$ cat src/timer16_pkg.sv
// constants, offsets and field layouts of the 16-bit timer
// assumes a 32-bit axi4-lite register bus, one register per word
package timer16_pkg;

    // ****************************************
    // register byte offsets
    // ****************************************
    localparam logic [7:0] OFF_IRQ_OUT_CTRL = 8'h00;
    localparam logic [7:0] OFF_MODE_CTRL    = 8'h04;
    localparam logic [7:0] OFF_FLAGS        = 8'h08;
    localparam logic [7:0] OFF_CMP1_HI      = 8'h0c;
    localparam logic [7:0] OFF_CMP1_LO      = 8'h10;
    localparam logic [7:0] OFF_CMP2_HI      = 8'h14;
    localparam logic [7:0] OFF_CMP2_LO      = 8'h18;
    localparam logic [7:0] OFF_CNT_HI       = 8'h1c;
    localparam logic [7:0] OFF_CNT_LO       = 8'h20;
    localparam logic [7:0] OFF_ALT_HI       = 8'h24;
    localparam logic [7:0] OFF_ALT_LO       = 8'h28;
    localparam logic [7:0] OFF_CAP1_HI      = 8'h2c;
    localparam logic [7:0] OFF_CAP1_LO      = 8'h30;
    localparam logic [7:0] OFF_CAP2_HI      = 8'h34;
    localparam logic [7:0] OFF_CAP2_LO      = 8'h38;

    // ****************************************
    // reset values and counts
    // ****************************************
    localparam logic [7:0]  CTRL_RESET   = 8'h00;
    localparam logic [15:0] CMP_RESET    = 16'h8000;
    localparam logic [15:0] CNT_RESET    = 16'hfffc;
    localparam logic [15:0] PWM_RELOAD   = 16'hfffc;
    localparam logic [15:0] CNT_MAX      = 16'hffff;
    localparam logic [1:0]  SRC_DIV4     = 2'b00;
    localparam logic [1:0]  SRC_DIV2     = 2'b01;
    localparam logic [1:0]  SRC_DIV8     = 2'b10;
    localparam logic [1:0]  SRC_EXT      = 2'b11;
    localparam logic [2:0]  MASK_DIV4    = 3'h3;
    localparam logic [2:0]  MASK_DIV2    = 3'h1;
    localparam logic [2:0]  MASK_DIV8    = 3'h7;
    localparam logic [1:0]  RESP_OKAY    = 2'b00;
    localparam logic [1:0]  RESP_SLVERR  = 2'b10;

    // ****************************************
    // register layouts, msb first
    // ****************************************
    typedef struct packed {
        logic capture_irq_enable;   // bit 7
        logic match_irq_enable;     // bit 6
        logic rollover_irq_enable;  // bit 5
        logic force_level_two;      // bit 4
        logic force_level_one;      // bit 3
        logic level_after_two;      // bit 2
        logic capture_edge_one;     // bit 1
        logic level_after_one;      // bit 0
    } irq_out_ctrl_t;

    typedef struct packed {
        logic       out_pin_enable_one;
        logic       out_pin_enable_two;
        logic       single_pulse_select;
        logic       wave_mode;
        logic [1:0] tick_source_select;
        logic       capture_edge_two;
        logic       ext_clk_edge;
    } mode_ctrl_t;

    typedef struct packed {
        logic capture_flag_one;
        logic match_flag_one;
        logic rollover_flag;
        logic capture_flag_two;
        logic match_flag_two;
    } flags_t;

endpackage : timer16_pkg

$ cat src/timer16_pwm.sv
// 16-bit free-running timer: compare, capture, waveform mode, low power
// assumes aclk at 40 mhz, axi4-lite master, pins asynchronous to aclk
//
// Implementation choices: the address map and the AXI4-Lite register port.
`timescale 1ns/1ps

// Contract
// - waveform: matches drive pin one levels
// - waveform: compare-two match reloads fffc
// - high pulse equals compare two minus compare one
// - equal levels give a constant pin
// - period is compare value plus five
// - high-byte write inhibits match until low
// - waveform mode never sets match flags
// - waveform compare-two match sets capture flag one
// - waveform: capture one off, two works
// - waveform overrides single-pulse mode
// - wait: timer runs, interrupt wakes
// - halt freezes counter, resumes when cpu_halt drops
// - halt capture edge arms, fires on exit
// - one request line, gated, no halt wake
// - bit 7 enables capture interrupts
// - bit 6 enables match interrupts
// - bit 5 enables rollover interrupt
// - bit 4 forces level two pin two outside waveform mode
// - bit 3 forces level one pin one outside waveform mode
// - control register rw, reset 00h
// - three control, six 16-bit register pairs
// - waveform compares reload at period end
// - tick source: div4, div2, div8, external
// - pin enable only routes the pin
module timer16_pwm
    import timer16_pkg::*;
#(
    parameter int  ADDR_W      = 8,
    parameter bit  HAS_EXT_CLK = 1'b1
) (
    input  wire logic              aclk,               // clock
    input  wire logic              aresetn,            // sync reset
    input  wire logic [ADDR_W-1:0] awaddr,             // write address
    input  wire logic              awvalid,            // write addr valid
    output logic                   awready,            // write addr ready
    input  wire logic [31:0]       wdata,              // write data
    input  wire logic [3:0]        wstrb,              // byte enables
    input  wire logic              wvalid,             // write data valid
    output logic                   wready,             // write data ready
    output logic [1:0]             bresp,              // write response
    output logic                   bvalid,             // response valid
    input  wire logic              bready,             // response ready
    input  wire logic [ADDR_W-1:0] araddr,             // read address
    input  wire logic              arvalid,            // read addr valid
    output logic                   arready,            // read addr ready
    output logic [31:0]            rdata,              // read data
    output logic [1:0]             rresp,              // read response
    output logic                   rvalid,             // read valid
    input  wire logic              rready,             // read ready
    input  wire logic              capture_pin_one,    // capture edge in
    input  wire logic              capture_pin_two,    // capture edge in
    input  wire logic              ext_clk_pin,        // external tick
    input  wire logic              cpu_wait,           // cpu in wait
    input  wire logic              cpu_halt,           // cpu in halt
    input  wire logic              irq_mask,           // cpu mask, high masks
    output logic                   wave_out_pin_one,   // pin one level
    output logic                   wave_out_sel_one,   // pin one owned
    output logic                   wave_out_pin_two,   // pin two level
    output logic                   wave_out_sel_two,   // pin two owned
    output logic                   timer_irq,          // interrupt request
    output logic                   wake_from_wait      // wait exit request
);

    // ****************************************
    // state
    // ****************************************
    irq_out_ctrl_t   ctrl_reg;
    mode_ctrl_t      mode_reg;
    flags_t          flag_reg, flag_next, arm_reg, clr;
    logic            tdis_reg;
    logic [15:0]     cnt_reg, cnt_next;
    logic [15:0]     prog1_reg, prog2_reg, act1_reg, act2_reg;
    logic [15:0]     cap1_reg, cap2_reg;
    logic [1:0]      inh_reg;
    logic [2:0]      pre_reg;
    logic            out1_reg, out2_reg;
    logic [2:0]      s1_reg, s2_reg, s3_reg, filt_reg;
    logic [1:0]      harm_reg;
    logic            halt_d_reg;
    logic            aw_full_reg, w_full_reg;
    logic [ADDR_W-1:0] aw_addr_reg;
    logic [31:0]     w_data_reg;
    logic [3:0]      w_strb_reg;

    // ****************************************
    // pin synchronisers and edge detect
    // ****************************************
    wire [2:0] pins    = {ext_clk_pin, capture_pin_two, capture_pin_one};
    wire [2:0] settle  = ~(s2_reg ^ s3_reg) & (s3_reg ^ filt_reg);
    wire [2:0] rise    = settle & s3_reg;
    wire [2:0] fall    = settle & ~s3_reg;

    always_ff @(posedge aclk) begin
        if (!aresetn) begin
            s1_reg   <= 3'h0;
            s2_reg   <= 3'h0;
            s3_reg   <= 3'h0;
            filt_reg <= 3'h0;
        end else begin
            s1_reg   <= pins;
            s2_reg   <= s1_reg;
            s3_reg   <= s2_reg;
            filt_reg <= filt_reg ^ settle;
        end
    end

    // ****************************************
    // mode and tick source
    // ****************************************
    wire pwm      = mode_reg.wave_mode;
    wire halted   = cpu_halt;
    wire run      = ~halted & ~tdis_reg;
    wire [1:0] src = mode_reg.tick_source_select;
    wire [2:0] pmask = (src == SRC_DIV2) ? MASK_DIV2 :
                       (src == SRC_DIV8) ? MASK_DIV8 : MASK_DIV4;
    wire pre_tick = (pre_reg & pmask) == pmask;
    wire ext_edge = mode_reg.ext_clk_edge ? rise[2] : fall[2];
    wire tick     = (src == SRC_EXT) ? (HAS_EXT_CLK & ext_edge)
                                     : pre_tick;
    wire step     = run & tick;

    always_ff @(posedge aclk) begin
        if (!aresetn)
            pre_reg <= 3'h0;
        else if (run)
            pre_reg <= pre_reg + 3'h1;
    end

    // ****************************************
    // bus decode
    // ****************************************
    wire wr_fire = aw_full_reg & w_full_reg & ~bvalid;
    wire wr_en   = wr_fire & w_strb_reg[0];
    wire rd_fire = arvalid & arready;
    wire [7:0] wa = 8'(aw_addr_reg);
    wire [7:0] ra = 8'(araddr);
    wire [7:0] wb = w_data_reg[7:0];

    wire w_ctrl  = wr_en & (wa == OFF_IRQ_OUT_CTRL);
    wire w_mode  = wr_en & (wa == OFF_MODE_CTRL);
    wire w_flags = wr_en & (wa == OFF_FLAGS);
    wire w_c1h   = wr_en & (wa == OFF_CMP1_HI);
    wire w_c1l   = wr_en & (wa == OFF_CMP1_LO);
    wire w_c2h   = wr_en & (wa == OFF_CMP2_HI);
    wire w_c2l   = wr_en & (wa == OFF_CMP2_LO);
    wire w_cntl  = wr_en & (wa == OFF_CNT_LO);

    // low-byte accesses, read or write, finish a flag clear
    wire a_c1l  = (wr_fire & (wa == OFF_CMP1_LO)) | (rd_fire & (ra == OFF_CMP1_LO));
    wire a_c2l  = (wr_fire & (wa == OFF_CMP2_LO)) | (rd_fire & (ra == OFF_CMP2_LO));
    wire a_cp1l = (wr_fire & (wa == OFF_CAP1_LO)) | (rd_fire & (ra == OFF_CAP1_LO));
    wire a_cp2l = (wr_fire & (wa == OFF_CAP2_LO)) | (rd_fire & (ra == OFF_CAP2_LO));
    wire a_cntl = (wr_fire & (wa == OFF_CNT_LO)) | (rd_fire & (ra == OFF_CNT_LO));
    wire r_flags = rd_fire & (ra == OFF_FLAGS);

    wire w_map = (wa <= OFF_CAP2_LO) & (wa[1:0] == 2'b00);
    wire r_map = (ra <= OFF_CAP2_LO) & (ra[1:0] == 2'b00);

    // ****************************************
    // counter, matches, captures
    // ****************************************
    wire m1   = step & (cnt_reg == act1_reg) & ~inh_reg[0];
    wire m2   = step & (cnt_reg == act2_reg) & ~inh_reg[1];
    wire wrap = step & ~(pwm & m2) & (cnt_reg == CNT_MAX);
    wire hexit = halt_d_reg & ~halted;
    wire e1    = ctrl_reg.capture_edge_one ? rise[0] : fall[0];
    wire e2    = mode_reg.capture_edge_two ? rise[1] : fall[1];
    wire ev1   = e1 & ~pwm;
    wire ev2   = e2;
    wire cap1  = (ev1 & ~halted) | (hexit & harm_reg[0]);
    wire cap2  = (ev2 & ~halted) | (hexit & harm_reg[1]);

    always_comb begin
        if (w_cntl)
            cnt_next = CNT_RESET;
        else if (step && pwm && m2)
            cnt_next = PWM_RELOAD;
        else if (step)
            cnt_next = cnt_reg + 16'h1;
        else
            cnt_next = cnt_reg;
    end

    always_ff @(posedge aclk) begin
        if (!aresetn) begin
            cnt_reg    <= CNT_RESET;
            halt_d_reg <= 1'b0;
        end else begin
            cnt_reg    <= cnt_next;
            halt_d_reg <= halted;
        end
    end

    always_ff @(posedge aclk) begin
        if (!aresetn)
            harm_reg <= 2'b00;
        else if (hexit)
            harm_reg <= 2'b00;
        else if (halted)
            harm_reg <= harm_reg | {ev2, ev1};
    end

    always_ff @(posedge aclk) begin
        if (!aresetn) begin
            cap1_reg <= 16'h0;
            cap2_reg <= 16'h0;
        end else begin
            if (cap1)
                cap1_reg <= cnt_reg;
            if (cap2)
                cap2_reg <= cnt_reg;
        end
    end

    // ****************************************
    // compare values and double buffering
    // ****************************************
    always_ff @(posedge aclk) begin
        if (!aresetn) begin
            prog1_reg <= CMP_RESET;
            prog2_reg <= CMP_RESET;
            inh_reg   <= 2'b00;
        end else begin
            if (w_c1h) prog1_reg[15:8] <= wb;
            if (w_c1l) prog1_reg[7:0]  <= wb;
            if (w_c2h) prog2_reg[15:8] <= wb;
            if (w_c2l) prog2_reg[7:0]  <= wb;
            inh_reg[0] <= (inh_reg[0] | w_c1h) & ~w_c1l;
            inh_reg[1] <= (inh_reg[1] | w_c2h) & ~w_c2l;
        end
    end

    // in waveform mode the working copies follow only at period end
    always_ff @(posedge aclk) begin
        if (!aresetn) begin
            act1_reg <= CMP_RESET;
            act2_reg <= CMP_RESET;
        end else if (!pwm || m2) begin
            act1_reg <= prog1_reg;
            act2_reg <= prog2_reg;
        end
    end

    // ****************************************
    // output levels
    // ****************************************
    always_ff @(posedge aclk) begin
        if (!aresetn) begin
            out1_reg <= 1'b0;
            out2_reg <= 1'b0;
        end else if (pwm) begin
            if (m2)
                out1_reg <= ctrl_reg.level_after_two;
            else if (m1)
                out1_reg <= ctrl_reg.level_after_one;
        end else begin
            if (m1 || ctrl_reg.force_level_one)
                out1_reg <= ctrl_reg.level_after_one;
            if (m2 || ctrl_reg.force_level_two)
                out2_reg <= ctrl_reg.level_after_two;
        end
    end

    always_comb begin
        wave_out_pin_one = out1_reg;
        wave_out_pin_two = out2_reg;
        wave_out_sel_one = mode_reg.out_pin_enable_one & ~tdis_reg;
        wave_out_sel_two = mode_reg.out_pin_enable_two & ~tdis_reg;
    end

    // ****************************************
    // event flags, two-step clear, set wins
    // ****************************************
    flags_t set;
    always_comb begin
        set.capture_flag_one = cap1 | (pwm & m2);
        set.match_flag_one   = m1 & ~pwm;
        set.rollover_flag    = wrap;
        set.capture_flag_two = cap2;
        set.match_flag_two   = m2 & ~pwm;
        clr.capture_flag_one = a_cp1l & arm_reg.capture_flag_one;
        clr.match_flag_one   = a_c1l & arm_reg.match_flag_one;
        clr.rollover_flag    = a_cntl & arm_reg.rollover_flag;
        clr.capture_flag_two = a_cp2l & arm_reg.capture_flag_two;
        clr.match_flag_two   = a_c2l & arm_reg.match_flag_two;
        flag_next = (flag_reg & ~clr) | set;
    end

    always_ff @(posedge aclk) begin
        if (!aresetn) begin
            flag_reg <= '0;
            arm_reg  <= '0;
        end else begin
            flag_reg <= flag_next;
            arm_reg  <= r_flags ? flag_reg : (arm_reg & ~clr);
        end
    end

    // ****************************************
    // interrupt request
    // ****************************************
    wire cap_req = ctrl_reg.capture_irq_enable &
                   (flag_reg.capture_flag_one | flag_reg.capture_flag_two);
    wire mat_req = ctrl_reg.match_irq_enable &
                   (flag_reg.match_flag_one | flag_reg.match_flag_two);
    wire rol_req = ctrl_reg.rollover_irq_enable & flag_reg.rollover_flag;
    wire any_req = cap_req | mat_req | rol_req;

    always_comb begin
        timer_irq      = any_req & ~irq_mask;
        wake_from_wait = timer_irq & cpu_wait;
    end

    // ****************************************
    // control registers
    // ****************************************
    always_ff @(posedge aclk) begin
        if (!aresetn) begin
            ctrl_reg <= irq_out_ctrl_t'(CTRL_RESET);
            mode_reg <= mode_ctrl_t'(CTRL_RESET);
            tdis_reg <= 1'b0;
        end else begin
            if (w_ctrl)
                ctrl_reg <= irq_out_ctrl_t'(wb);
            if (w_mode)
                mode_reg <= mode_ctrl_t'(wb);
            if (w_flags)
                tdis_reg <= wb[2];
        end
    end

    // ****************************************
    // axi4-lite write channel
    // ****************************************
    always_comb begin
        awready = ~aw_full_reg & ~bvalid;
        wready  = ~w_full_reg & ~bvalid;
        arready = ~rvalid;
    end

    always_ff @(posedge aclk) begin
        if (!aresetn) begin
            aw_full_reg <= 1'b0;
            w_full_reg  <= 1'b0;
            aw_addr_reg <= '0;
            w_data_reg  <= 32'h0;
            w_strb_reg  <= 4'h0;
        end else begin
            if (awvalid && awready) begin
                aw_full_reg <= 1'b1;
                aw_addr_reg <= awaddr;
            end else if (wr_fire) begin
                aw_full_reg <= 1'b0;
            end
            if (wvalid && wready) begin
                w_full_reg <= 1'b1;
                w_data_reg <= wdata;
                w_strb_reg <= wstrb;
            end else if (wr_fire) begin
                w_full_reg <= 1'b0;
            end
        end
    end

    always_ff @(posedge aclk) begin
        if (!aresetn) begin
            bvalid <= 1'b0;
            bresp  <= RESP_OKAY;
        end else if (wr_fire) begin
            bvalid <= 1'b1;
            bresp  <= w_map ? RESP_OKAY : RESP_SLVERR;
        end else if (bready) begin
            bvalid <= 1'b0;
        end
    end

    // ****************************************
    // axi4-lite read channel
    // ****************************************
    logic [7:0] rd_byte;
    always_comb begin
        unique case (ra)
            OFF_IRQ_OUT_CTRL: rd_byte = ctrl_reg;
            OFF_MODE_CTRL:    rd_byte = mode_reg;
            OFF_FLAGS:        rd_byte = {flag_reg, tdis_reg, 2'b00};
            OFF_CMP1_HI:      rd_byte = prog1_reg[15:8];
            OFF_CMP1_LO:      rd_byte = prog1_reg[7:0];
            OFF_CMP2_HI:      rd_byte = prog2_reg[15:8];
            OFF_CMP2_LO:      rd_byte = prog2_reg[7:0];
            OFF_CNT_HI,
            OFF_ALT_HI:       rd_byte = cnt_reg[15:8];
            OFF_CNT_LO,
            OFF_ALT_LO:       rd_byte = cnt_reg[7:0];
            OFF_CAP1_HI:      rd_byte = cap1_reg[15:8];
            OFF_CAP1_LO:      rd_byte = cap1_reg[7:0];
            OFF_CAP2_HI:      rd_byte = cap2_reg[15:8];
            OFF_CAP2_LO:      rd_byte = cap2_reg[7:0];
            default:          rd_byte = 8'h00;
        endcase
    end

    always_ff @(posedge aclk) begin
        if (!aresetn) begin
            rvalid <= 1'b0;
            rdata  <= 32'h0;
            rresp  <= RESP_OKAY;
        end else if (rd_fire) begin
            rvalid <= 1'b1;
            rdata  <= {24'h0, rd_byte};
            rresp  <= r_map ? RESP_OKAY : RESP_SLVERR;
        end else if (rready) begin
            rvalid <= 1'b0;
        end
    end

endmodule : timer16_pwm

$ cat config.mk
export PLATFORM = sky130hd
export DESIGN_NAME = timer16_pwm
export DESIGN_NICKNAME = d
export VERILOG_FILES = /design/src/timer16_pkg.sv /design/src/timer16_pwm.sv
export SDC_FILE = /design/constraint.sdc
export NUM_CORES = 1
export LEC_CHECK = 0
export ABC_AREA = 1
export BUFFER_PORTS_ARGS = -buffer_cell sky130_fd_sc_hd__buf_2
export CORE_ASPECT_RATIO = 1.2
export CORE_MARGIN = 8
export CORE_UTILIZATION = 40
export CTS_BUF_LIST = sky130_fd_sc_hd__clkbuf_8
export CTS_CLUSTER_SIZE = 40
export DETAILED_ROUTE_END_ITERATION = 8
export SYNTH_ARGS = -nofsm -noshare
export SYNTH_HDL_FRONTEND = slang
export SYNTH_SLANG_ARGS = --single-unit
$ cat constraint.sdc
create_clock -name aclk -period 4.85 [get_ports aclk]
set_clock_uncertainty 0.2 [all_clocks]
set_input_delay 0.2425 -clock aclk [delete_from_list [all_inputs] [get_ports aclk]]
set_output_delay 0.2425 -clock aclk [all_outputs]
set_load 0.02 [all_outputs]
==> results of run 1 <==
[cell families after synthesis]
logic type	after synthesis	share of synthesized area (%)
AO/OA/AOI/OAI	301	17.66
XOR/XNOR	9	0.8804
adder cells (fa/ha/maj)	2	0.2794
buffers and inverters	224	11.31
flip-flops	192	42.93
other	1	0.04188
AND/OR/NAND/NOR	567	26.90
[metal layers]
metal  GRT usage (%)  wire [µm]
met4           8.525        969
met2           36.52      14180
met1           24.27      11520
met5               0          0
met3           3.719       1760
[synthesized netlist by cell type, types with 2 or more instances]
cell        n
o211ai_1    3
o31ai_1     3
nand2_1   291
ha_1        2
nor3_1      9
inv_2      20
o21ai_0   115
xnor2_1     7
a211oi_1   12
nor2_1    150
nand3_1    67
o21ai_2     2
buf_2      11
nand2_2     3
buf_6       7
buf_4      28
dfxtp_1   192
nand4_1    12
o22ai_1     2
a21oi_1   116
nand3_2     3
xor2_1      2
nor2_2     15
inv_1     127
nor2_4      2
o21ai_1    38
a31oi_1     6
nor3_2      3
o21a_1      2
nor4_1      5
clkbuf_1   29
[critical path, cell delays in order, from the launching register on]
cell and delay, ns:
dfxtp_1 0.65, inv_2 0.18, a21oi_1 0.18, nand3_1 0.09, nor2_1 0.10, nand2_1 0.12
nor2_4 0.18, nand2_2 0.08, nand2_4 0.34, inv_2 0.37, nor2_1 0.26, nor2_1 0.07
[what timing repair did]
| action | in CTS | in global routing |
|---|---|---|
| buffers inserted | 0 | 0 |
| hold buffers | 26 | 0 |
| hold endpoints to repair | 29 | 0 |
[metrics by stage]
step,util (%),worst slack [ns],std cells
6_report,44.69,1.885,1646
3_5_place_dp,41.75,1.974,1588
5_1_grt,44.69,1.714,1646
2_1_floorplan,-,3.040,1321
3_3_place_gp,41.75,1.968,1588
4_1_cts,44.69,1.927,1646
[layout make-up]
class,count,share of cell area (%)
Tap cell,279,3.515
Clock buffer,18,2.495
Multi-Input combinational cell,905,42.21
Inverter,148,5.594
Clock inverter,14,1.462
Sequential cell,192,38.70
Timing Repair Buffer,90,6.022
[worst paths after layout]
check,to,cells after the start
max,act1_reg[7]$_SDFFE_PN0P_,11
min,s2_reg[2]$_SDFF_PN0_,3
max reg2reg,act1_reg[7]$_SDFFE_PN0P_,11
min reg2reg,s2_reg[1]$_SDFF_PN0_,2
[power breakdown]
part / total [mW] / switching (mW) / internal, mW / leakage, nW
registers: 1.62 / 0.0196 / 1.60 / 1.55
clock network: 1.07 / 0.630 / 0.438 / 0.196
logic: 0.215 / 0.152 / 0.0634 / 2.41
total: 2.90 / 0.802 / 2.10 / 4.17
==> run metrics, run 1 <==
outcome=finished clean; register area=0.003844 mm²; WS Path Type=register to register; Fill cells=2294; Final Power=2.905 mW; distinct cell type count after synthesis=43; CORE AREA=0.02222 mm²; Hold WS=0.06858 ns; DP HPWL=20.89 mm; number of remaining DRC errors=0; Synth top area share=42.93%; setup_tns=0 ns; mean number of vias per cell=5.120; Clk Latency, worst-skew pair=0.48 ns; max-slew violations=0; critical path peak fanout=33; clk sinks=192; Die ar.=0.02745 mm²; Detailed Route Iter0 Violations=802; Final Hold Viols=0; Worst EP required=5.03 ns; gr ovfl total=0; Die H=179.9 µm; GPL Wtd Cong=0.9236; overall die width=152.6 µm; cell taking the most area after synthesis=dfxtp_1; Root Driver=clkbuf_8; vias in the first global route=7873; max-cap viol count=0; fin nets=1421; peak supply drop=196.1 µV; Top FF cell, synth=dfxtp_1; most common cell after layout, fill and taps aside=nand2_1; commonest cells after routing, fill and taps aside=nand2_1 (291), dfxtp_1 (192), nor2_1 (150); CTS tree=yes; slew of the pin with the lowest slew margin=0.9434 ns; diode count=0; synthesized instance count=1296; EDFF count, synth=0; buffer depth of the longest clock path=2; RSZ-0062 raised after global routing=no; Peak Freq=0.3373 GHz; Synth area leaders=dfxtp_1 (43%), nand2_1 (12%), a21oi_1 (6.5%), o21ai_0 (6.4%), nor2_1 (6.3%); initial antenna violation count=0; port bufs=58; PostCTS Resize Cnt=0; GRT Util Overall=20.69%; Worst Setup SP=cnt_reg[15]$_SDFFE_PP1N_; Area after DPL=0.009278 mm²; Mapped Area=0.008954 mm²; clock transition at the registers of the reported paths=0.10 ns; Yosys Warn Count=0; post-synthesis async set-or-reset flop share=0%; count of final setup violators=0; Final period util=61.13%; R2R Setup Slk=1.89 ns; FF+latch count, synth=192; PD cells=292.5 mW/mm²; slew margin rel.=36.77%; share of the yosys chip area belonging to registers=42.93%; Routed WL=28.43 mm; global-route wire length before repair=44.53 mm; area delta synth->final=10.91%; worst reg2reg startpoint=cnt_reg[15]$_SDFFE_PP1N_; Detail Route Antenna Nets=0; Critical Path Start Type=register; static leakage=4.166 nW; Core Rows=60; min-delay src=aresetn; Syn Area/Cell=6.909 µm²; Final min period=2.965 ns; design area=0.009931 mm²; vias=8427; area of the multi-input gates=0.004192 mm²; H-tree depth=4; share of layout cells above drive strength 1=10.75%; Ports=112; TritonRoute pass-1 iters=5; total CTS buffers=17; worst hold path type=primary input to register; Worst Path Arrival=3.14 ns; Starting Density=40.29%; Worst Setup End Kind=register; largest net degree at the start of global routing=71; WL per Instance=17.27 µm
Power figures use the tool's default switching activity.
==> run 2: changes to the inputs <==
==> constraint.sdc (replaced) <==
create_clock -name aclk -period 3.09 [get_ports aclk]
set_clock_uncertainty 0.2 [all_clocks]
set_input_delay 0.1545 -clock aclk [delete_from_list [all_inputs] [get_ports aclk]]
set_output_delay 0.1545 -clock aclk [all_outputs]
set_load 0.02 [all_outputs]
==> run metrics, run 2 (same netlist as run 1, synthesis figures left out) <==
met2 WL=13.97 mm; R2R Setup Slk=0.49 ns; critical path peak fanout=14; WS Path Type=register to register; Max Used Layer=met4; Core Rows=60; Final min period=2.598 ns; crit-path most repeated cell=dlygate4sd3_1; Peak Freq=0.3849 GHz; Top delay family on crit path=buffers and inverters; Area after DPL=0.009428 mm²; global-route wire length before repair=45.31 mm; fin nets=1458; diode count=0; static leakage=4.342 nW; CP max stage cell=dlygate4sd3_1; overall die width=152.6 µm; outcome=finished clean; peak supply drop=270.9 µV; H-tree depth=4; Fill cells=2295; Die H=179.9 µm; design area=0.01027 mm²; final std cells w/o fill=1682; Detail Route Antenna Nets=0; Clk Latency, worst-skew pair=0.49 ns; Critical Path Start Type=register; Placed Cells=1608; slew margin rel.=41.70%; GRT Util Overall=21.13%; Routed WL=28.92 mm; Post-Place Setup Slack=0.7002 ns; Buf/Inv on CP=2; initial antenna violation count=0; GPL Wtd Cong=0.9396; most common cell after layout, fill and taps aside=nand2_1; mean number of vias per cell=5.105; clk sinks=192; gr ovfl total=0; max-slew violations=0; Die ar.=0.02745 mm²; M1 wire length=11.69 mm; count of final setup violators=0; WL per Instance=17.20 µm; met3 WL=1.770 mm; DP HPWL=21.45 mm; Starting Density=40.29%; CTS tree=yes; CORE AREA=0.02222 mm²; Final period util=84.07%; Ports=112; Detailed Route Iter0 Violations=936; Worst EP required=3.27 ns; commonest cells after routing, fill and taps aside=nand2_1 (291), dfxtp_1 (192), nor2_1 (150); critical path, cell by cell=nor2_1, nand2_1, o21ai_0, dlygate4sd3_1, a21oi_1, dlygate4sd3_1; vias in the first global route=8075; area delta synth->final=14.67%; clock transition at the registers of the reported paths=0.10 ns; Final Util=46.21%; crit-path max cell delay=0.58 ns; vias=8586; port bufs=58; max-cap viol count=0; Setup WS post-layout=0.4921 ns; number of remaining DRC errors=0; worst hold path type=primary input to register; TritonRoute pass-1 iters=6; total CTS buffers=17; Root Driver=clkbuf_8; Worst Setup End Kind=register; buffer depth of the longest clock path=2; PostCTS Resize Cnt=0; Worst Path Arrival=2.78 ns; slew of the pin with the lowest slew margin=0.8698 ns; share of layout cells above drive strength 1=11.83%; largest net degree at the start of global routing=60; setup_tns=0 ns; RSZ-0062 raised after global routing=no; PD cells=452.4 mW/mm²; Final Hold Viols=0
==> run 2: cell count changes in the layout (fill, tap and decap cells not counted), sizes merged <==
| cell | before | now |
|---|---|---|
| clkbuf | 18 | 19 |
| clkinvlp | 2 | 1 |
| inv | 154 | 153 |
| buf | 64 | 84 |
| clkinv | 5 | 4 |
| bufinv | 1 | 2 |
| dlygate4sd3 | 26 | 43 |
==> run 2: per-layer routing <==
layer	global-route usage, %	up-vias
met5	0	-
met1	24.59	3889
met4	12.69	0
met2	35.84	286
met3	3.647	73
li1	-	4338
==> run 2: cell type report <==
class,count,area [µm²],share of cell area (%)
sequential,192,3844,37.44
clock buffer,19,261.5,2.547
tap,279,349.1,3.400
clock inverter,12,147.6,1.438
inverter,148,555.5,5.411
multi-input combinational,905,4192,40.82
timing repair buffer,127,918.4,8.945
==> run 2: metrics by stage <==
step | hold WS [ns] | power [mW]
finish | 0.01878 | 4.645
global route | 0.09917 | 4.817
CTS | 0.005021 | 4.681
detailed placement | 0.1410 | 2.917
global placement | 0.1404 | 2.913
floorplan | 0.04795 | 2.834
==> run 2: worst reg2reg max path: cells and delay by family (launching register included) <==
family | cells | cell delay (ns)
AOI/OAI and AO/OA | 2 | 0.29
buffers and inverters | 2 | 1.15
DFF | 1 | 0.38
and+or+nand+nor | 2 | 0.48
==> run 2: timing repair <==
action                                  4_1_cts  5_1_grt
endpoints found under the setup margin        0        0
hold buffers                                 43        0
hold endpoints to repair                     69        0
setup buffers                                 0        0
==> run 2: worst paths after layout <==
kind                            cells past startpoint                           to                 start
worst min register to register                      2         s2_reg[1]$_SDFF_PN0_  s1_reg[1]$_SDFF_PN0_
worst max register to register                      6  aw_addr_reg[3]$_SDFFE_PN0P_   bvalid$_SDFFE_PN0P_
worst max-delay path                                6  aw_addr_reg[3]$_SDFFE_PN0P_   bvalid$_SDFFE_PN0P_
worst min-delay path                                4        rdata[5]$_SDFFE_PN0P_               arvalid
==> run 2: power by group <==
group / total (mW) / leakage [nW] / switching (mW) / internal (mW)
clock: 1.74 / 0.207 / 0.956 / 0.780
combinational: 0.367 / 2.58 / 0.245 / 0.122
sequential: 2.54 / 1.55 / 0.0280 / 2.51
total: 4.64 / 4.34 / 1.23 / 3.42
==> run 3: changes to the inputs <==
==> constraint.sdc (replaced) <==
create_clock -name aclk -period 2.28 [get_ports aclk]
set_clock_uncertainty 0.2 [all_clocks]
set_input_delay 0.114 -clock aclk [delete_from_list [all_inputs] [get_ports aclk]]
set_output_delay 0.114 -clock aclk [all_outputs]
set_load 0.02 [all_outputs]
==> run metrics, run 3 (same netlist as run 1, synthesis figures left out) <==
Placed Cells=1654; DP HPWL=21.97 mm; Die ar.=0.02745 mm²; worst reg2reg startpoint=aw_addr_reg[2]$_SDFFE_PN0P_; PD cells=590.1 mW/mm²; Fill cells=2266; Die H=179.9 µm; vias=8811; GRT Util Overall=21.38%; Ports=112; Worst Setup SP=aw_addr_reg[2]$_SDFFE_PN0P_; overall die width=152.6 µm; largest net degree at the start of global routing=134; register area=0.003844 mm²; buffer depth of the longest clock path=2; WL per Instance=17.15 µm; Routed WL=29.56 mm; CTS tree=yes; number of remaining DRC errors=0; peak supply drop=343.5 µV; total CTS buffers=17; vias in the first global route=8357; static leakage=4.561 nW; Core Rows=60; clk sinks=192; max-slew violations=0; mean number of vias per cell=5.111; commonest cells after routing, fill and taps aside=nand2_1 (291), dfxtp_1 (192), nor2_1 (150); Final min period=2.075 ns; clock transition at the registers of the reported paths=0.11 ns; R2R Setup Slk=0.21 ns; min-delay src=araddr[5]; GPL Wtd Cong=0.9567; setup_tns=0 ns; TritonRoute pass-1 iters=6; design area=0.01061 mm²; Area after DPL=0.009823 mm²; Detail Route Antenna Nets=0; WS Path Type=register to register; count of final setup violators=0; slew of the pin with the lowest slew margin=0.6615 ns; Peak Freq=0.4820 GHz; gr ovfl total=0; RSZ-0062 raised after global routing=no; area of the multi-input gates=0.004192 mm²; outcome=finished clean; Setup crit end=cnt_reg[6]$_SDFFE_PP1N_; Clk Latency, worst-skew pair=0.48 ns; critical path peak fanout=13; Critical Path Start Type=register; Worst Setup End Kind=register; RR Endpoint=cnt_reg[6]$_SDFFE_PP1N_; most common cell after layout, fill and taps aside=nand2_1; final std cells w/o fill=1724; H-tree depth=4; Starting Density=40.29%; Worst Path Arrival=2.22 ns; Detailed Route Iter0 Violations=896; diode count=0; share of layout cells above drive strength 1=14.81%; worst hold path type=primary input to register; global-route wire length before repair=46.11 mm; max-cap viol count=0; Final period util=91.00%; fin nets=1499; CORE AREA=0.02222 mm²; initial antenna violation count=0; Worst EP required=2.43 ns; port bufs=58; reg2reg path depth=7; Final Util=47.73%; Root Driver=clkbuf_8; area delta synth->final=18.45%; Final Hold Viols=0; slew margin rel.=55.69%
[run 3: worst min-delay path by stage]
stage / endpoint / slack, ns / cells after the start
floorplan: halt_d_reg$_SDFF_PN0_ / 0.007 / 2
global placement: s1_reg[1]$_SDFF_PN0_ / 0.09 / 3
detailed placement: s1_reg[1]$_SDFF_PN0_ / 0.10 / 3
CTS: arm_reg[2]$_SDFF_PN0_ / 0.06 / 6
global route: arm_reg[2]$_SDFF_PN0_ / 0.13 / 6
finish: arm_reg[2]$_SDFF_PN0_ / 0.08 / 6
[run 3: metal layers]
layer  part of all wire [%]  vias up  wire (µm)  track usage (%)
met1                     41     4033      12040            24.60
li1                       -     4416          -                -
met3                    5.5       65       1628            3.815
met2                     49      297      14370            36.97
met4                    5.2        0       1525            11.78
met5                      0        -          0                0
[run 3: cell type report]
cell class,instances,share of cell area [%]
multi-input combinational,905,39.52
timing repair buffer,168,11.92
clock inverter,15,1.581
clock buffer,17,2.206
tap,279,3.292
sequential,192,36.24
inverter,148,5.238
[run 3: metrics by stage]
step	total power [mW]	worst slack, ns	hold slack (ns)
after CTS	6.299	0.1387	0.06000
after global routing	6.498	0.03066	0.1276
after floorplan	3.841	0.4697	0.007453
after global placement	3.959	0.1963	0.09431
after detailed placement	3.964	0.1728	0.1032
final	6.258	0.2052	0.08342
[run 3: timing repair]
action | CTS | global route
endpoints found under the hold margin | 45 | 0
resized for setup | 0 | 1
hold buffers | 38 | 0
buffers inserted | 0 | 0
setup endpoints to repair | 0 | 7
[run 3: critical path, cell delays in order, from the launching register on]
cell and delay, ns:
dfxtp_1 0.35, inv_1 0.10, nand3_1 0.18, nor4_1 0.08, a31oi_1 0.50, nand2_2 0.12, inv_2 0.27, nand3_1 0.14
[run 3: power by group]
group / internal, mW / total (mW) / switching, mW / leakage (nW)
Clock: 0.923 / 2.31 / 1.39 / 0.199
Sequential: 3.41 / 3.44 / 0.0358 / 1.55
Combinational: 0.166 / 0.503 / 0.338 / 2.81
